File: src/hdl/bwp_regs.vh
// bwp_regs.vh: register offsets, field positions and reset values
// assumes: included by the parity report block, byte addresses on a 32-bit wishbone
`ifndef BWP_REGS_VH
`define BWP_REGS_VH

// register byte offsets
`define BWP_ADDR_CTRL 8'h00
`define BWP_ADDR_STATUS 8'h04
`define BWP_ADDR_IRQ_MASK 8'h08
`define BWP_ADDR_EVENTS 8'h0c

// control bits
`define BWP_CTRL_PRI_PER_EN 0
`define BWP_CTRL_SEC_PER_EN 1
`define BWP_CTRL_SERR_EN 2
`define BWP_CTRL_PW_SERR_DIS 3
`define BWP_CTRL_W 4

// status bits
`define BWP_ST_PRI_DET 0
`define BWP_ST_SEC_DET 1
`define BWP_ST_PRI_MDPD 2
`define BWP_ST_SEC_MDPD 3
`define BWP_ST_SIG_SERR 4
`define BWP_ST_W 5

// reset values
`define BWP_CTRL_RESET 4'h0
`define BWP_STATUS_RESET 5'h00
`define BWP_MASK_RESET 5'h00

// parity error pin delay after the data phase, in clocks
`define BWP_PERR_DELAY 2

`endif

File: src/hdl/bwp_parity_report.v
// bwp_parity_report.v: data parity detection, forwarding and report logic of a
// two-port bridge for posted and delayed writes and reads in both directions.
// assumes: transaction decode comes from same-clock bridge logic; the two
// parity error pins arrive from the buses and are synchronised here.
`timescale 1ns/10ps
`include "bwp_regs.vh"

module bwp_parity_report (
    input wire i_mclk,
    input wire i_reset_n,
    // wishbone classic slave
    input wire i_wb_cyc,
    input wire i_wb_stb,
    input wire i_wb_we,
    input wire [7:0] i_wb_adr,
    input wire [3:0] i_wb_sel,
    input wire [31:0] i_wb_dat,
    output reg [31:0] o_wb_dat,
    output reg o_wb_ack,
    // primary data phase: valid, bad parity seen, direction, transaction type
    input wire i_pri_phase,
    input wire i_pri_par_bad,
    input wire i_pri_bridge_master,
    input wire i_pri_is_write,
    input wire i_pri_fwd_bad,
    // secondary data phase
    input wire i_sec_phase,
    input wire i_sec_par_bad,
    input wire i_sec_bridge_master,
    input wire i_sec_is_write,
    input wire i_sec_fwd_bad,
    // parity error pins as seen from the buses
    input wire i_primary_parity_err_n,
    input wire i_secondary_parity_err_n,
    // pin drives
    output reg o_primary_parity_err_n,
    output reg o_primary_parity_err_oe,
    output reg o_secondary_parity_err_n,
    output reg o_secondary_parity_err_oe,
    output reg o_primary_system_err_n,
    output reg o_primary_system_err_oe,
    // forwarded parity flags toward the opposite bus, and the interrupt request
    output reg o_fwd_bad_to_sec,
    output reg o_fwd_bad_to_pri,
    output reg o_irq
);

// ----------------------------------------
// registers
// ----------------------------------------
reg [`BWP_CTRL_W-1:0] ctrl;
reg [`BWP_ST_W-1:0] status;
reg [`BWP_ST_W-1:0] irq_mask;
reg [`BWP_ST_W-1:0] next_status;
reg [2:0] pri_pin_sync;
reg [2:0] sec_pin_sync;
reg pri_pin_seen;
reg sec_pin_seen;
reg [`BWP_PERR_DELAY-1:0] pri_perr_pipe;
reg [`BWP_PERR_DELAY-1:0] sec_perr_pipe;
reg pri_serr_req;

wire pri_per_en = ctrl[`BWP_CTRL_PRI_PER_EN];
wire sec_per_en = ctrl[`BWP_CTRL_SEC_PER_EN];
wire serr_en = ctrl[`BWP_CTRL_SERR_EN];
wire pw_serr_dis = ctrl[`BWP_CTRL_PW_SERR_DIS];

// bus decode helper
function is_addr;
    input [7:0] adr;
    input [7:0] ref_adr;
    begin
        is_addr = (adr[7:2] == ref_adr[7:2]);
    end
endfunction

wire wb_req = i_wb_cyc & i_wb_stb & ~o_wb_ack;
wire wb_wr = wb_req & i_wb_we & i_wb_sel[0];

// ----------------------------------------
// pin synchronisers
// ----------------------------------------
// target reports arrive asynchronously, counted once stages two and three agree
always @(posedge i_mclk or negedge i_reset_n) begin
    if (!i_reset_n) begin
        pri_pin_sync <= 3'h7;
        sec_pin_sync <= 3'h7;
        pri_pin_seen <= 1'b0;
        sec_pin_seen <= 1'b0;
    end else begin
        pri_pin_sync <= {pri_pin_sync[1:0], i_primary_parity_err_n};
        sec_pin_sync <= {sec_pin_sync[1:0], i_secondary_parity_err_n};
        if (pri_pin_sync[1] == pri_pin_sync[2]) begin
            pri_pin_seen <= ~pri_pin_sync[2];
        end
        if (sec_pin_sync[1] == sec_pin_sync[2]) begin
            sec_pin_seen <= ~sec_pin_sync[2];
        end
    end
end

// rising edge of a target report, ignoring our own drive
reg pri_pin_seen_d;
reg sec_pin_seen_d;
always @(posedge i_mclk or negedge i_reset_n) begin
    if (!i_reset_n) begin
        pri_pin_seen_d <= 1'b0;
        sec_pin_seen_d <= 1'b0;
    end else begin
        pri_pin_seen_d <= pri_pin_seen;
        sec_pin_seen_d <= sec_pin_seen;
    end
end
wire pri_report = pri_pin_seen & ~pri_pin_seen_d & ~o_primary_parity_err_oe;
wire sec_report = sec_pin_seen & ~sec_pin_seen_d & ~o_secondary_parity_err_oe;

// ----------------------------------------
// event decode
// ----------------------------------------
// bridge is target of a write, or master of a read, on that bus
wire pri_det_ok = i_pri_phase & i_pri_par_bad & (i_pri_is_write ^ i_pri_bridge_master);
wire sec_det_ok = i_sec_phase & i_sec_par_bad & (i_sec_is_write ^ i_sec_bridge_master);
// bridge as master, read or write not decoded, to a target which reports
wire sec_tgt_rep = sec_report & i_sec_bridge_master;
wire pri_tgt_rep = pri_report & i_pri_bridge_master;

always @* begin
    next_status = status;
    if (wb_wr && is_addr(i_wb_adr, `BWP_ADDR_STATUS)) begin
        next_status = status & ~i_wb_dat[`BWP_ST_W-1:0];
    end
    if (pri_det_ok) begin
        next_status[`BWP_ST_PRI_DET] = 1'b1;
    end
    if (sec_det_ok) begin
        next_status[`BWP_ST_SEC_DET] = 1'b1;
    end
    if (pri_per_en && i_pri_bridge_master && i_pri_phase &&
        ((i_pri_par_bad && !i_pri_is_write) || pri_report)) begin
        next_status[`BWP_ST_PRI_MDPD] = 1'b1;
    end
    if (sec_per_en && i_sec_bridge_master && i_sec_phase &&
        ((i_sec_par_bad && !i_sec_is_write) || sec_report)) begin
        next_status[`BWP_ST_SEC_MDPD] = 1'b1;
    end
    if (pri_serr_req) begin
        next_status[`BWP_ST_SIG_SERR] = 1'b1;
    end
end

// system error on target report of unforwarded error
always @* begin
    pri_serr_req = 1'b0;
    if (serr_en && pri_per_en && sec_per_en) begin
        if (sec_tgt_rep && i_sec_phase && !pw_serr_dis && !i_sec_fwd_bad) begin
            pri_serr_req = 1'b1;
        end
        if (pri_tgt_rep && i_pri_phase && !i_pri_fwd_bad) begin
            pri_serr_req = 1'b1;
        end
    end
end

// ----------------------------------------
// status, pins and forwarding
// ----------------------------------------
always @(posedge i_mclk or negedge i_reset_n) begin
    if (!i_reset_n) begin
        status <= `BWP_STATUS_RESET;
        pri_perr_pipe <= {`BWP_PERR_DELAY{1'b0}};
        sec_perr_pipe <= {`BWP_PERR_DELAY{1'b0}};
        o_primary_parity_err_n <= 1'b1;
        o_primary_parity_err_oe <= 1'b0;
        o_secondary_parity_err_n <= 1'b1;
        o_secondary_parity_err_oe <= 1'b0;
        o_primary_system_err_n <= 1'b1;
        o_primary_system_err_oe <= 1'b0;
        o_fwd_bad_to_sec <= 1'b0;
        o_fwd_bad_to_pri <= 1'b0;
        o_irq <= 1'b0;
    end else begin
        status <= next_status;
        // primary pin two cycles after the data phase
        pri_perr_pipe <= {pri_perr_pipe[`BWP_PERR_DELAY-2:0], pri_det_ok & pri_per_en};
        o_primary_parity_err_n <= ~pri_perr_pipe[`BWP_PERR_DELAY-2];
        o_primary_parity_err_oe <= pri_perr_pipe[`BWP_PERR_DELAY-2];
        // secondary pin two cycles after the data phase
        sec_perr_pipe <= {sec_perr_pipe[`BWP_PERR_DELAY-2:0], sec_det_ok & sec_per_en};
        o_secondary_parity_err_n <= ~sec_perr_pipe[`BWP_PERR_DELAY-2];
        o_secondary_parity_err_oe <= sec_perr_pipe[`BWP_PERR_DELAY-2];
        // open drain system error, one cycle low
        o_primary_system_err_n <= ~pri_serr_req;
        o_primary_system_err_oe <= pri_serr_req;
        // bad parity passed downstream, no retry
        o_fwd_bad_to_sec <= i_pri_phase & i_pri_par_bad & i_pri_is_write & ~i_pri_bridge_master;
        // bad parity passed upstream, no retry
        o_fwd_bad_to_pri <= i_sec_phase & i_sec_par_bad & i_sec_is_write & ~i_sec_bridge_master;
        o_irq <= |(next_status & irq_mask);
    end
end

// ----------------------------------------
// wishbone slave
// ----------------------------------------
always @(posedge i_mclk or negedge i_reset_n) begin
    if (!i_reset_n) begin
        ctrl <= `BWP_CTRL_RESET;
        irq_mask <= `BWP_MASK_RESET;
        o_wb_ack <= 1'b0;
        o_wb_dat <= 32'h0000_0000;
    end else begin
        o_wb_ack <= wb_req;
        if (wb_wr && is_addr(i_wb_adr, `BWP_ADDR_CTRL)) begin
            ctrl <= i_wb_dat[`BWP_CTRL_W-1:0];
        end
        if (wb_wr && is_addr(i_wb_adr, `BWP_ADDR_IRQ_MASK)) begin
            irq_mask <= i_wb_dat[`BWP_ST_W-1:0];
        end
        o_wb_dat <= 32'h0000_0000;
        if (wb_req && !i_wb_we) begin
            if (is_addr(i_wb_adr, `BWP_ADDR_CTRL)) begin
                o_wb_dat <= {28'h0000000, ctrl};
            end else if (is_addr(i_wb_adr, `BWP_ADDR_STATUS)) begin
                o_wb_dat <= {27'h0000000, status};
            end else if (is_addr(i_wb_adr, `BWP_ADDR_IRQ_MASK)) begin
                o_wb_dat <= {27'h0000000, irq_mask};
            end else if (is_addr(i_wb_adr, `BWP_ADDR_EVENTS)) begin
                o_wb_dat <= {30'h00000000, pri_pin_seen, sec_pin_seen};
            end
        end
    end
end

endmodule

File: config.mk
export PLATFORM = sky130hd
export DESIGN_NAME = bwp_parity_report
export DESIGN_NICKNAME = d
export VERILOG_FILES = /design/src/hdl/bwp_parity_report.v
export VERILOG_INCLUDE_DIRS = /design/src /design/src/hdl
export SDC_FILE = /design/constraint.sdc
export NUM_CORES = 1
export LEC_CHECK = 0
export BUFFER_PORTS_ARGS = -buffer_cell sky130_fd_sc_hd__buf_2
export CORE_UTILIZATION = 39
export CTS_CLUSTER_SIZE = 20
export DETAILED_ROUTE_END_ITERATION = 6
export PLACE_DENSITY = 0.76
export SLEW_MARGIN = 15
export SYNTH_ARGS = -nofsm -noshare
export SYNTH_HDL_FRONTEND = slang
export SYNTH_SLANG_ARGS = --single-unit
File: constraint.sdc
create_clock -name i_mclk -period 3.6 [get_ports i_mclk]
set_input_delay 0.18 -clock i_mclk [delete_from_list [all_inputs] [get_ports i_mclk]]
set_output_delay 0.18 -clock i_mclk [all_outputs]
set_load 0.02 [all_outputs]
; Word level (Yosys, flattened, before mapping)
; Cells that the tools add are included.
[totals]
regBits = 68
latchBits = 0
ram_bits = 0
rom_bits = 0
input_bits = 61
output_inout_bits = 42
word_cells = 107
mem_count = 0
[classes]
addsub = 0
multipliers = 0
div = 0
magnitude_cmp = 0
eq_ne = 5
shifts = 0
muxes = 14
bitwise = 37
n_reduce_logical = 29
[ops]
columns = op, n
row1 = two-way mux 5 bit, 5
row2 = AND 1 bit, 20
row3 = logical AND 1 bit, 19
row4 = equality test 6 x 2 -> 1 bit (second input constant), 2
row5 = NOT 1 bit, 12
row6 = AND 5 bit, 2
row7 = two-way mux 1 bit, 8
row8 = equality test 6 x 1 -> 1 bit (second input constant), 1
row9 = zero test 1 bit, 6
row10 = zero test 6 bit, 1
row11 = NOT 5 bit, 1
row12 = OR reduction 5 bit, 1
row13 = equality test 1 bit, 2
row14 = logical OR 1 bit, 2
row15 = two-way mux 2 bit, 1
row16 = XOR 1 bit, 2

; Depth between registers and ports, before layout
[logic_depth]
ltp_word = 13
mapped_depth = 7

; Worst setup path before layout
; Ideal clock, no wire load.
[synth_path]
kind = input to register
from = in i_wb_adr[5]
to = reg o_irq
setup_time_ns = 0.129
t_arrival_ns = 1.894
setup_slack_ns = 1.577
cell_stages = 6
cell_sequence = or4_1 -> buf_2 -> or4_4 -> a211o_1 -> a22oi_1 -> nand3_1
[synth_between]
elab_chain_cells = 6
word_cells_on_any_way = 10
classes_between = eq/ne: 1 / mux: 6 / bitwise: 1 / reduce/logical: 2
[synth_lines]
columns = element, line_no
row1 = from (decl), bwp_parity_report.v:15  ; input wire [7:0] i_wb_adr,
row2 = equality test 6 x 1 -> 1 bit, bwp_parity_report.v:73  ; is_addr = (adr[7:2] == ref_adr[7:2]);
row3 = logical AND 1 bit, bwp_parity_report.v:129  ; if (wb_wr && is_addr(i_wb_adr, `BWP_ADDR_STATUS)) begin
row4 = two-way mux 5 bit, bwp_parity_report.v:129
row5 = two-way mux 1 bit, bwp_parity_report.v:138  ; if (pri_per_en && i_pri_bridge_master && i_pri_phase &&
row6 = net next_status[2], bwp_parity_report.v:54  ; reg [`BWP_ST_W-1:0] next_status;
row7 = AND 5 bit, bwp_parity_report.v:198  ; o_irq <= |(next_status & irq_mask);
row8 = OR reduction 5 bit, bwp_parity_report.v:198
row9 = to (signal assigned), bwp_parity_report.v:198
row10 = to (decl), bwp_parity_report.v:45  ; output reg o_irq
; The timed path passes the listed nets, and every way through them passes these cells.
; A chain may end at the register's enable or synchronous reset.

; Worst setup path after layout
[layout_path]
from = reg o_wb_ack
to = reg o_irq
[layout_between]
elab_chain_cells = 9
word_cells_on_any_way = 13
classes_between = mux: 6 / bitwise: 5 / reduce/logical: 2
[layout_lines]
columns = element, line_no
row1 = from (decl), bwp_parity_report.v:19  ; output reg o_wb_ack,
row2 = from (signal assigned), bwp_parity_report.v:212  ; o_wb_ack <= wb_req;
row3 = NOT 1 bit, bwp_parity_report.v:77  ; wire wb_req = i_wb_cyc & i_wb_stb & ~o_wb_ack;
row4 = AND 1 bit, bwp_parity_report.v:77
row5 = AND 1 bit (2 in series), bwp_parity_report.v:78  ; wire wb_wr = wb_req & i_wb_we & i_wb_sel[0];
row6 = logical AND 1 bit, bwp_parity_report.v:129
row7 = two-way mux 5 bit, bwp_parity_report.v:129
row8 = two-way mux 1 bit, bwp_parity_report.v:138
row9 = net next_status[2], bwp_parity_report.v:54
row10 = AND 5 bit, bwp_parity_report.v:198
row11 = OR reduction 5 bit, bwp_parity_report.v:198
; The timed path passes the listed nets, and every way through them passes these cells.

==> results_dict.tcl <==
set metrics [dict create \
    status "finished, violations left" \
    failed_checks "design-rule violations, negative hold slack" \
    antenna_found_initial 0 \
    instances_no_fill 261 \
    timing.slew.headroom_pct 41.89 \
    htree_levels 2 \
    ff_latch_area_sq_um 1037 \
    finalCritPeriodShare_pct 57.45 \
    dpl_cell_area_sq_um 2018 \
    grt_pass1_wl_microns 5175 \
    period_needed_ns 2.068 \
    finalSetupTns_ns 0 \
    worstSetupStartpointType "register" \
    setup_viol 0 \
    n_fill_cell 436 \
    grt_pass1_vias 1091 \
    clk_latency_ns 0.29 \
    cts.clk_slew.worst_paths_ns 0.07 \
    mostFrequentLayoutCells "buf_2, dfrtp_1, conb_1, nor2_1, dfstp_2" \
    cp.required_ns 3.77 \
    total_power_uw 955.4 \
    cts.sinks 41 \
    maxCapViolations 0 \
    dieArea_sq_um 5047 \
    ir_drop_uv 172.7 \
    clk_root_buffer_cell "clkbuf_8" \
    drtIter0Drc 95 \
    netlist_instances 161 \
    max_freq_mhz 483.5 \
    die_x_microns 71.05 \
    portBuffers 43 \
    dp_hpwl_microns 2554 \
    num_rows 24 \
    yosysSeqAreaShare_pct 55.79 \
    routedWlPerCell_microns 12.78 \
    hold_ws_ns -0.002513 \
    globalplace.congestion 0.8263 \
    hold_path.class "primary input to asynchronous set/reset pin" \
    drt-pass1-iter-count 7 \
    drive_above_1_share_pct 32.54 \
    layout_commonest_cell "buf_2" \
    cts_tree "done" \
    post_cts_resized 0 \
    synth_top_flop_cell "dfrtp_1" \
    hold_viol_final 2 \
    powerDensity_nw_per_um2 443.4 \
    ant_nets 0 \
    dp_cells 251 \
    initial_core_util_pct 41.55 \
    fin_util_pct 48.15 \
    post_synth.cell_area_avg_sq_um 11.55 \
    rrSetupSlack_ns 1.53 \
    antenna_cells 0 \
    dpl_worst_slack_ns 1.322 \
    design.core.area_sq_um 4474 \
    ys_warn_count 0 \
    rsz0062_at_grt "false" \
    p_leak_nw 1.075 \
    syn_area_sq_um 1859 \
    wl_microns 3336 \
    fin_worst_skew_ns 0.003188 \
    route.vias.total 1237 \
    yosysUniqueCellTypes 41 \
    synth-edff-count 0 \
    setup_slack_ns 1.532 \
    grt_max_degree 42 \
    clock_path_buffers 2 \
    slew_violations 0 \
    synth-seq-cells 41 \
    crit_path_max_fanout 7 \
    worst_setup_path_end_kind "register" \
    cts_buffers 5 \
    multi_input_area_sq_um 670.6 \
    grt_remaining_overflow 0 \
    postLayoutCellArea_sq_um 2155 \
    worstMarginPinSlew_ns 0.8717 \
    viasPerCell 4.739 \
    critPathKind "register to register" \
    die_h_microns 71.05 \
    ios 103 \
    cp.arrival_ns 2.24 \
    track_usage_pct 13.90 \
    area_growth_pct 15.88 \
    synthArstFlopShare_pct 100.0 \
    drc 3 \
    nets 269 \
]
registers in the layout, indices dropped and copies added, names as in the netlist, 3 cells and up:
register,flops
sec_pin_sync,3
irq_mask,5
ctrl,4
pri_pin_sync,3
o_wb_dat,5
status,5
critical path, cell delays in order, from the launching register on:
cell and delay, ns:
dfrtp_1 0.37, nand3b_1 0.29, or4_4 0.61, a211o_1 0.34, a22oi_1 0.23, nand3_1 0.11
power breakdown:
part	switching [mW]	internal (mW)	total (mW)	leakage [nW]
sequential	0.00773	0.477	0.485	0.502
clock	0.150	0.226	0.376	0.0585
combinational	0.0635	0.0313	0.0948	0.514
total	0.221	0.734	0.955	1.08
area by class of cell:
cell class | count | area share, %
sequential | 41 | 48.14
clock inverter | 1 | 1.394
inverter | 8 | 1.394
tap | 52 | 3.020
clock buffer | 7 | 4.007
multi-input combinational | 107 | 31.13
timing repair buffer | 45 | 10.92
kinds of logic (layout without fill, tap and decap cells):
kind of cell	Yosys count	in the layout	share of synthesized area (%)
simple gates	48	48	14.81
flops	41	41	55.79
buf+inv	39	61	13.39
compound gates	17	17	5.922
mux	13	13	8.950
xor+xnor	2	2	0.9423
other cells	1	27	0.2017
repair_timing:
item                                    CTS  global route
endpoints found under the setup margin    0             0
buffers inserted                          0             0
hold buffers                              2             0
endpoints found under the hold margin     2             0
routing by layer:
| metal | vias up | global-route usage (%) | part of all wire (%) |
|---|---|---|---|
| li1 | 585 | - | - |
| met1 | 586 | 18.91 | 45 |
| met2 | 57 | 20.51 | 46 |
| met3 | 9 | 3.989 | 7.4 |
| met4 | 0 | 6.667 | 1.9 |
| met5 | - | 0 | 0 |
worst paths after layout:
check	start	end	depth (start not counted)
setup / recovery	o_wb_ack	o_irq	5
hold / removal	i_reset_n	o_fwd_bad_to_pri	1
setup reg to reg	o_wb_ack	o_irq	5
hold reg to reg	sec_pin_sync[0]	sec_pin_sync[1]	0
max in group asynchronous	i_reset_n	irq_mask[4]	1
min in group i_mclk	i_sec_bridge_master	o_fwd_bad_to_pri	2
Yosys cell counts, drive strengths merged, types with 2 or more instances:
| cell | n | area (sq um) |
|---|---|---|
| or4 | 2 | 18.77 |
| a21oi | 4 | 20.02 |
| or3b | 2 | 17.52 |
| inv | 8 | 30.03 |
| mux2 | 9 | 101.3 |
| nand3 | 4 | 20.02 |
| clkbuf | 3 | 11.26 |
| a22oi | 2 | 15.01 |
| nand2 | 8 | 30.03 |
| nor4 | 2 | 12.51 |
| nor2 | 10 | 37.54 |
| or2 | 3 | 18.77 |
| nor2b | 5 | 31.28 |
| mux2i | 2 | 20.02 |
| a211o | 2 | 17.52 |
| dfstp | 9 | 236.5 |
| a31oi | 3 | 18.77 |
| buf | 28 | 207.7 |
| nand2b | 3 | 18.77 |
| o21ai | 3 | 15.01 |
| mux4 | 2 | 45.04 |
| nand3b | 2 | 15.01 |
| dfrtp | 32 | 800.8 |
Note: power is estimated with default switching activity, not from simulation.
